`config.mk`:
```
export PLATFORM = sky130hd
export DESIGN_NAME = qec_counter
export DESIGN_NICKNAME = d
export VERILOG_FILES = /design/src/qec_pkg.sv /design/src/qec_counter.sv /design/src/qec_decoder.sv
export VERILOG_INCLUDE_DIRS = /design/src /design/src/src
export SDC_FILE = /design/constraint.sdc
export NUM_CORES = 1
export LEC_CHECK = 0
export BUFFER_PORTS_ARGS = -buffer_cell sky130_fd_sc_hd__buf_2
export CORE_ASPECT_RATIO = 2
export CORE_MARGIN = 2
export CORE_UTILIZATION = 50
export CTS_CLUSTER_SIZE = 24
export DETAILED_ROUTE_END_ITERATION = 10
export PLACE_DENSITY = 0.86
export SLEW_MARGIN = 20
export SYNTH_ARGS = -nofsm -noshare
export SYNTH_HDL_FRONTEND = slang
export SYNTH_SLANG_ARGS = --single-unit
```
`constraint.sdc`:
```
create_clock -name i_clk_sys -period 3 [get_ports i_clk_sys]
set_clock_uncertainty 0.05 [all_clocks]
set_input_delay 0.6 -clock i_clk_sys [delete_from_list [all_inputs] [get_ports i_clk_sys]]
set_output_delay 0.6 -clock i_clk_sys [all_outputs]
set_load 0.005 [all_outputs]
```
`src/qec_map.svh`:
```
// Constants for the quadrature event counter
`ifndef QEC_MAP_SVH
`define QEC_MAP_SVH
`define QEC_CNT_W 16
`define QEC_CNT_MAX 16'hffff
`define QEC_CNT_MIN 16'h0000
`define QEC_CNT_RST 16'h0000
`define QEC_RELOAD_RST 16'h0000
`define QEC_SYNC_STAGES 2
`endif

```
`src/qec_pkg.sv`:
```
// Types for the quadrature event counter
package qec_pkg;
    typedef enum logic [1:0] {
        QEC_PROC_NORMAL,
        QEC_PROC_X4
    } qec_proc_t;
    typedef struct packed {
        logic we;
        logic [15:0] wdata;
    } qec_wr_t;
    typedef struct packed {
        logic step_up;
        logic step_down;
    } qec_step_t;
endpackage
```
`src/qec_counter.sv`:
```
// Sixteen-bit quadrature event counter channel with reload
`timescale 1ns/1ps
`include "qec_map.svh"
module qec_counter
    import qec_pkg::*;
#(
    parameter int CNT_W = `QEC_CNT_W
)
(
    // Clock and reset
    input wire logic i_clk_sys,
    input wire logic i_arst_n,
    input wire logic i_ce,
    // Quadrature pins, direction bits must be input
    input wire logic i_quad_input_first_pin,
    input wire logic i_quad_input_second_pin,
    // Control
    input wire logic i_count_start,
    input wire logic i_free_run,
    input wire qec_proc_t i_proc,
    input wire qec_wr_t i_timer_wr,
    // Status
    output logic [CNT_W-1:0] o_timer,
    output logic [CNT_W-1:0] o_reload,
    output logic o_irq
);
    qec_step_t step;
    logic [CNT_W-1:0] count;
    logic [CNT_W-1:0] reload;
    logic [CNT_W-1:0] next_count;
    logic [CNT_W-1:0] next_reload;
    logic [CNT_W-1:0] wr_value;
    logic [CNT_W-1:0] count_inc;
    logic [CNT_W-1:0] count_dec;
    logic next_irq;
    logic run;
    logic wr_req;
    logic step_up;
    logic step_down;
    logic at_max;
    logic at_min;
    logic wrap_up;
    logic wrap_down;
    logic wrap_any;
    logic take_reload;
    logic load_write;

    // Events come from pins only; keeps them as inputs
    qec_decoder u_dec (
        .i_clk_sys(i_clk_sys),
        .i_arst_n(i_arst_n),
        .i_ce(i_ce),
        .i_quad_input_first_pin(i_quad_input_first_pin),
        .i_quad_input_second_pin(i_quad_input_second_pin),
        .i_proc(i_proc),
        .o_step(step)
    );

    // Count-start is a level; dropping it freezes the count in place
    assign run = i_count_start;
    assign wr_req = i_timer_wr.we;
    assign wr_value = i_timer_wr.wdata[CNT_W-1:0];

    // Steps only count while running; up wins a contradictory pair
    assign step_up = run & step.step_up;
    assign step_down = run & step.step_down & ~step.step_up;

    // Wrap points: past all ones going up, below zero going down
    assign at_max = (count == CNT_W'(`QEC_CNT_MAX));
    assign at_min = (count == CNT_W'(`QEC_CNT_MIN));
    assign wrap_up = step_up & at_max;
    assign wrap_down = step_down & at_min;
    assign wrap_any = wrap_up | wrap_down;

    // Free-running skips the reload and lets the adder wrap
    assign take_reload = wrap_any & ~i_free_run;
    assign load_write = ~run & wr_req;
    assign count_inc = count + CNT_W'(1);
    assign count_dec = count - CNT_W'(1);

    // Reload register takes every write, running or not
    always_comb begin
        next_reload = reload;
        if (wr_req) begin
            next_reload = wr_value;
        end
    end

    always_ff @(posedge i_clk_sys or negedge i_arst_n) begin
        if (!i_arst_n) begin
            reload <= CNT_W'(`QEC_RELOAD_RST);
        end else if (i_ce) begin
            reload <= next_reload;
        end
    end

    // Reload yields ffff-n+1 up steps or n+1 down steps per wrap.
    // A write landing with a wrap reaches the counter only at the next wrap.
    always_comb begin
        next_count = count;
        if (load_write) begin
            next_count = wr_value;
        end else if (take_reload) begin
            next_count = reload;
        end else if (step_up) begin
            next_count = count_inc;
        end else if (step_down) begin
            next_count = count_dec;
        end
    end

    assign next_irq = wrap_any;

    // Stopped counter takes a write at once; a write while running reaches it only on reload
    always_ff @(posedge i_clk_sys or negedge i_arst_n) begin
        if (!i_arst_n) begin
            count <= CNT_W'(`QEC_CNT_RST);
        end else if (i_ce) begin
            count <= next_count;
        end
    end

    always_ff @(posedge i_clk_sys or negedge i_arst_n) begin
        if (!i_arst_n) begin
            o_irq <= 1'b0;
        end else if (i_ce) begin
            o_irq <= next_irq;
        end
    end

    assign o_timer = count;
    assign o_reload = reload;
endmodule

```
`src/qec_decoder.sv`:
```
// Quadrature pin synchroniser and step decoder
`timescale 1ns/1ps
`include "qec_map.svh"
module qec_decoder
    import qec_pkg::*;
(
    // Clock and reset
    input wire logic i_clk_sys,
    input wire logic i_arst_n,
    input wire logic i_ce,
    // Pins and mode
    input wire logic i_quad_input_first_pin,
    input wire logic i_quad_input_second_pin,
    input wire qec_proc_t i_proc,
    // Step out
    output qec_step_t o_step
);
    logic [1:0] meta;
    logic [1:0] sync;
    logic [1:0] prev;
    logic a;
    logic b;
    logic a_rise;
    logic a_fall;
    logic b_rise;
    logic b_fall;

    // Two sync stages per pin plus a previous-value stage; edges compare the second and third
    always_ff @(posedge i_clk_sys or negedge i_arst_n) begin
        if (!i_arst_n) begin
            meta <= 2'h0;
            sync <= 2'h0;
            prev <= 2'h0;
        end else if (i_ce) begin
            meta <= {i_quad_input_second_pin, i_quad_input_first_pin};
            sync <= meta;
            prev <= sync;
        end
    end

    assign a = sync[0];
    assign b = sync[1];
    assign a_rise = a & ~prev[0];
    assign a_fall = ~a & prev[0];
    assign b_rise = b & ~prev[1];
    assign b_fall = ~b & prev[1];

    // Direction comes only from the phase of the two pins
    always_comb begin
        o_step = '0;
        if (i_ce) begin
            if (i_proc == QEC_PROC_NORMAL) begin
                o_step.step_up = a_rise & b;
                o_step.step_down = a_fall & b;
            end else begin
                // Up order (first, second): 00, 01, 11, 10; first rising while second high
                o_step.step_up = (a_rise & b) | (b_rise & ~a) | (a_fall & ~b) | (b_fall & a);
                o_step.step_down = (a_rise & ~b) | (b_rise & a) | (a_fall & b) | (b_fall & ~a);
            end
        end
    end
endmodule

```
## Yosys cells after proc, flatten, opt, wreduce, memory -nomap -nowiden

Index checks and enable logic that the tools add are counted.

- Add/subtract/negate cells: 2
- Bitwise gates (word level): 33
- Equal/unequal tests: 1
- Reduce and logical (&&, ||, !) cells: 5
- Muxes and demuxes: 6

Operator list:

| operator | count |
|---|---|
| 2-to-1 mux 16 bit | 4 |
| AND 1 bit | 19 |
| adder 16 x 1 -> 16 bit, second input constant | 1 |
| equality test 16 bit, second input constant | 1 |
| logical NOT 16 bit | 1 |
| subtractor 16 x 1 -> 16 bit, second input constant | 1 |
| inverter 1 bit | 7 |
| bitwise OR 1 bit | 7 |
| 2-to-1 mux 2 bit | 2 |
| AND reduction 2 bit | 2 |
| nonzero test 4 bit | 1 |
| logical NOT 2 bit | 1 |

- Input bits: 26
- Output and inout bits: 33
- Bits in registers: 39
- Logic and storage cells: 53

## Logic depth before layout (Yosys ltp)

- Word-level depth: 15
- Mapped depth: 12
- Depth with buffers taken out: 11

## Cells and area by module

A second synthesis with hierarchy kept.

- Cells, all modules: 291
- Area total of the unflattened synthesis: 2,691.3 um^2

Modules (own cells, without submodules):

| module | seq. area each (um^2) | area each (um^2) | times used | cells an instance |
|---|---|---|---|---|
| qec_counter | 825.8 | 2,371.0 | 1 | 264 |
| qec_decoder | 150.1 | 320.3 | 1 | 27 |

## Worst setup path before layout

Ideal clock, no wire load.

- Path type: input to register
- Start point: input i_count_start
- End point: register count[14] (netlist: o_timer[14])
- Cell stages on the path: 12
- Slack: -0.497 ns
- Required time: 2.860 ns
- Setup time: 0.090 ns
- Data arrival time: 3.357 ns
- Buffers on the path: 2
- Cell sequence: clkbuf_1 > and2_0 > o31a_1 > inv_1 > ha_1 > clkbuf_1 > a211o_1 > a2111oi_0 > nand3_1 > a2111oi_0 > nor3b_1 > o221ai_1

- Word-level cells in the longest chain between the ends: 7
- Elaborated cells on any way between the ends: 14
- Those cells by class: mux: 3; bitwise: 9; reduce/logical: 2

RTL lines:

| item | RTL line | source |
|---|---|---|
| start, declared | qec_counter.sv:18 | `input wire logic i_count_start,` |
| AND 1 bit (2 in a row) | qec_counter.sv:66 | `assign step_down = run & step.step_down & ~step.step_up;` |
| AND 1 bit | qec_counter.sv:72 | `assign wrap_down = step_down & at_min;` |
| bitwise OR 1 bit | qec_counter.sv:73 | `assign wrap_any = wrap_up \| wrap_down;` |
| AND 1 bit | qec_counter.sv:76 | `assign take_reload = wrap_any & ~i_free_run;` |
| nonzero test 4 bit (no source line) or 2-to-1 mux 16 bit (tied branches) | n/a |  |
| AND reduction 2 bit (no source line) or 2-to-1 mux 16 bit (tied branches) | n/a |  |
| end signal, assigned | qec_counter.sv:117 | `` count <= CNT_W'(`QEC_CNT_RST); `` |
| end signal, assigned | qec_counter.sv:119 | `count <= next_count;` |
| end, declared | qec_counter.sv:28 | `logic [CNT_W-1:0] count;` |

Several ways; a longest one is shown, not always the timed one.
A chain may end at the register's enable or synchronous reset.

## Worst setup path after layout

- Start point: register u_dec.sync[1]
- End point: register count[10] (netlist: o_timer[10])

- Word-level cells in the longest chain between the ends: 14
- Elaborated cells on any way between the ends: 32
- Those cells by class: mux: 5; bitwise: 25; reduce/logical: 2

RTL lines:

| item | RTL line | source |
|---|---|---|
| start, declared | qec_decoder.sv:19 | `logic [1:0] sync;` |
| start signal, assigned | qec_decoder.sv:36 | `sync <= meta;` |
| AND 1 bit or inverter 1 bit (tied branches) | n/a |  |
| AND 1 bit (on tied branches) | qec_decoder.sv:58, qec_decoder.sv:57 |  |
| bitwise OR 1 bit (on tied branches) (3 in a row) | qec_decoder.sv:58, qec_decoder.sv:57 |  |
| 2-to-1 mux 2 bit * | qec_decoder.sv:52 | `if (i_proc == QEC_PROC_NORMAL) begin` |
| 2-to-1 mux 2 bit * | qec_decoder.sv:51 | `if (i_ce) begin` |
| AND 1 bit or inverter 1 bit (tied branches) | qec_counter.sv:66 |  |
| AND 1 bit | qec_counter.sv:66 |  |
| AND 1 bit | qec_counter.sv:72 |  |
| bitwise OR 1 bit | qec_counter.sv:73 |  |
| AND 1 bit | qec_counter.sv:76 |  |
| nonzero test 4 bit (no source line) or 2-to-1 mux 16 bit (tied branches) | n/a |  |
| AND reduction 2 bit (no source line) or 2-to-1 mux 16 bit (tied branches) | n/a |  |

Mark *: on every way between the ends. The rest lies on a longest branch, timed or not.

==> impl_metrics.csv <==
group,metric,value,unit
placed_design,dp_hpwl,6840,um
logic_synthesis,synth.net_count,386,
global_routing,grt_pass1_vias,3266,
power,finalPower,4440,uW
min_path,hp-class,"in -> async",
global_routing,grt-ovfl-total,0,
cts,cts.sinks,39,
sta,fin_tns_setup,-0.397,ns
route,vias,3178,
worst_setup_path,start_kind,"flop",
route,detail-route-antenna-nets,0,
floorplan,dieArea,6450,sq um
logic_synthesis,syn_area,2890,sq um
route,top_layer,"met4",
logic_synthesis,synth_enable_flop_cells,0,
route,wirelength,9550,um
route,dr.pass1.iters,4,
global_routing,grt_use_total,30.0,%
logic_synthesis,yosys-top-cells-area,"dfrtp_1 (34%), a21oi_1 (7.3%), nand2_1 (6.6%)",
logic_synthesis,synth_cell_types,55,
floorplan,coreArea,5660,sq um
global_routing,grt_pass1_wl,15200,um
worst_setup_path,required,3.12,ns
sta,worst_hold_slack,0.390,ns
cts,cts-buffers-inserted,5,
flow_run,maxCapViolations,0,
finish,layout-drive-gt1-share,39.2,%
power,power_density,1070,nW/um^2
placed_design,dp.cells,500,
sta,worst_pin_slew,0.902,ns
placed_design,port_buffers,58,
cts,htree_levels,2,
floorplan,dieWidth,57.8,um
logic_synthesis,yosysTopAreaCellShare,33.7,%
global_routing,grt_start_max_net_pins,40,
route,avgRoutedWirePerCell,18.3,um
logic_synthesis,yosysSeqAreaShare,33.7,%
logic_synthesis,synthFlopType,"dfrtp_1",
sta,layout_setup_ws,-0.117,ns
floorplan,initial_core_util,51.1,%
worst_setup_path,endpoint_kind,"flop",
logic_synthesis,ys_ff_latch,39,
cts,path_clk_slew,0.06,ns
floorplan,io_pins,59,
placed_design,gp_congestion,0.922,
logic_synthesis,synth_cells,344,
finish,area_growth,43.3,%
sta,drv_slew,0,
floorplan,fp.dieH,112,um
worst_setup_path,path_max_fanout,6,
power,power_leakage,0.00187,uW
finish,fin_util,73.3,%
route,dr_wl_met2,5200,um
finish,num_antenna_cells,0,
logic_synthesis,ys_async_sr_fraction,100,%
worst_setup_path,crit_arrival,3.24,ns
sta,grt_setup_unrepaired,"yes",
sta,setup_viol,7,
route,drc,0,
cts,cts_root_buffer,"clkbuf_16",
sta,final.period_utilization,104,%
cts,cts_buffer_depth,2,
logic_synthesis,synth_warnings,0,
logic_synthesis,synth_top_cell_by_area,"dfrtp_1",
power,ir_drop,833,uV
sta,hold_violations,0,
status,violations,"negative setup slack",
cts,cts_tree,"built",
cts,clk_latency,0.29,ns
sta,clock.fmax,0.321,GHz
status,status,"finished with violations",
global_routing,antenna_found_initial,0,
finish,fin_cells,523,
route,drt-vias-per-instance,6.08,
cts,cts-hold-fix-buffers,0,
worst_setup_path,path_class,"reg -> reg",
sta,maxSlewHeadroom,39.9,%
floorplan,fp-row-count,39,
route,drtIter0Drc,182,
route,dr_wl_met3,433,um
finish,fin_nets,503,
sta,min_period,3.12,ns
logic_synthesis,syn_area_per_cell,8.41,sq um
route,met1Wirelength,3440,um
-- path summary, 6_finish.rpt --
| check | startpoint | to | slack (ns) | depth (start not counted) |
|---|---|---|---|---|
| worst min-delay path | i_arst_n | o_reload[14]$_DFFE_PN0P_ | 0.39 | 1 |
| worst max register to register | u_dec.sync[1]$_DFFE_PN0P_ | o_timer[10]$_DFFE_PN0P_ | -0.12 | 13 |
| max in group asynchronous | i_arst_n | o_reload[2]$_DFFE_PN0P_ | 1.94 | 1 |
| worst min register to register | u_dec.meta[0]$_DFFE_PN0P_ | u_dec.sync[0]$_DFFE_PN0P_ | 0.45 | 2 |
| worst max-delay path | u_dec.sync[1]$_DFFE_PN0P_ | o_timer[10]$_DFFE_PN0P_ | -0.12 | 13 |
| min in group i_clk_sys | u_dec.meta[0]$_DFFE_PN0P_ | u_dec.sync[0]$_DFFE_PN0P_ | 0.45 | 2 |
-- registers in the layout (all words and copies together) (netlist names) --
register	cells
o_irq	1
u_dec.meta	2
u_dec.prev	2
o_reload	16
u_dec.sync	2
o_timer	16
-- through the flow --
step,setup WS [ns],instance area (sq um)
finish,-0.117,4150
global route,-0.311,4150
CTS,-0.120,3950
detailed placement,-0.286,3610
floorplan,-0.0244,2960
global placement,-0.144,3610
-- cell usage in the layout, fill, tap and decap left out, types with 4 or more instances in the layout --
master      n
o21ai_0    15
nand4_1     6
o211ai_1    6
buf_2      58
nand2_1    49
dfrtp_1    39
mux2_2      5
a21oi_2     4
buf_6      10
mux2i_1     9
nor2_1     14
nor4_1      5
ha_4        5
xnor2_1    12
inv_1      14
o21ai_1     7
nand3_1     6
buf_4      57
a21oi_1    37
nand2b_1   18
ha_1        7
clkbuf_16   5
-- report_power, final --
part | internal (uW) | switching (uW)
clock network | 413 | 212
registers | 671 | 277
logic | 1460 | 1400
total | 2550 | 1890
-- layer usage --
layer | vias to the layer above | track usage [%]
li1 | 1493 | -
met1 | 1533 | 32.5
met2 | 121 | 52.9
met3 | 31 | 3.95
met4 | 0 | 18.1
met5 | - | 0
-- final cells by class --
type	instances	area [sq um]
Clock inverter	2	35.0
Clock buffer	6	139
Fill cell	420	1510
Timing Repair Buffer	125	831
Tap cell	61	76.3
Sequential cell	39	976
Inverter	15	58.8
Multi-Input combinational cell	275	2030
-- cell usage after synthesis, types with 3 or more instances --
cell      instances
a21oi_1          42
o211ai_1          6
ha_1             15
dfrtp_1          39
nor2_1           15
inv_1            15
mux2i_1           9
a211oi_1          3
nand4_1           6
o31ai_1           3
clkbuf_1         10
xnor2_1          12
a31o_2            3
o21ai_0          18
a31oi_1           3
nor4_1            5
buf_6             4
nand2_1          51
nand2b_1         19
xor2_1            3
nand3_1           8
mux2_2            5
o21ai_1           6
-- worst max-delay path, cell delays in order (launching register included) --
cell       delay, ns
dfrtp_1         0.39
or2b_1          0.27
a211oi_2        0.23
o31a_1          0.25
inv_4           0.07
buf_4           0.14
buf_4           0.13
ha_4            0.22
nor2b_4         0.14
o2111ai_4       0.25
nand2_2         0.12
o41ai_2         0.35
xnor2_1         0.14
a31o_2          0.26
-- repair_timing --
action / in CTS / in global routing
gates cloned: 0 / 0
setup endpoints to repair: 9 / 10
gates resized for setup: 22 / 26
buffers inserted: 6 / 9
pin swaps: 21 / 26
-- cells by family after synthesis --
kind of cell	after synthesis	share of synthesized area, %
and+or+nand+nor	120	20.2
AOI/OAI and AO/OA	110	24.1
DFF	39	33.7
buffers and inverters	30	5.14
adders and majority gates	16	7.18
xor gates and xnor gates	15	4.54
muxes	14	5.06
No activity file was read; power rests on OpenSTA's default activity.
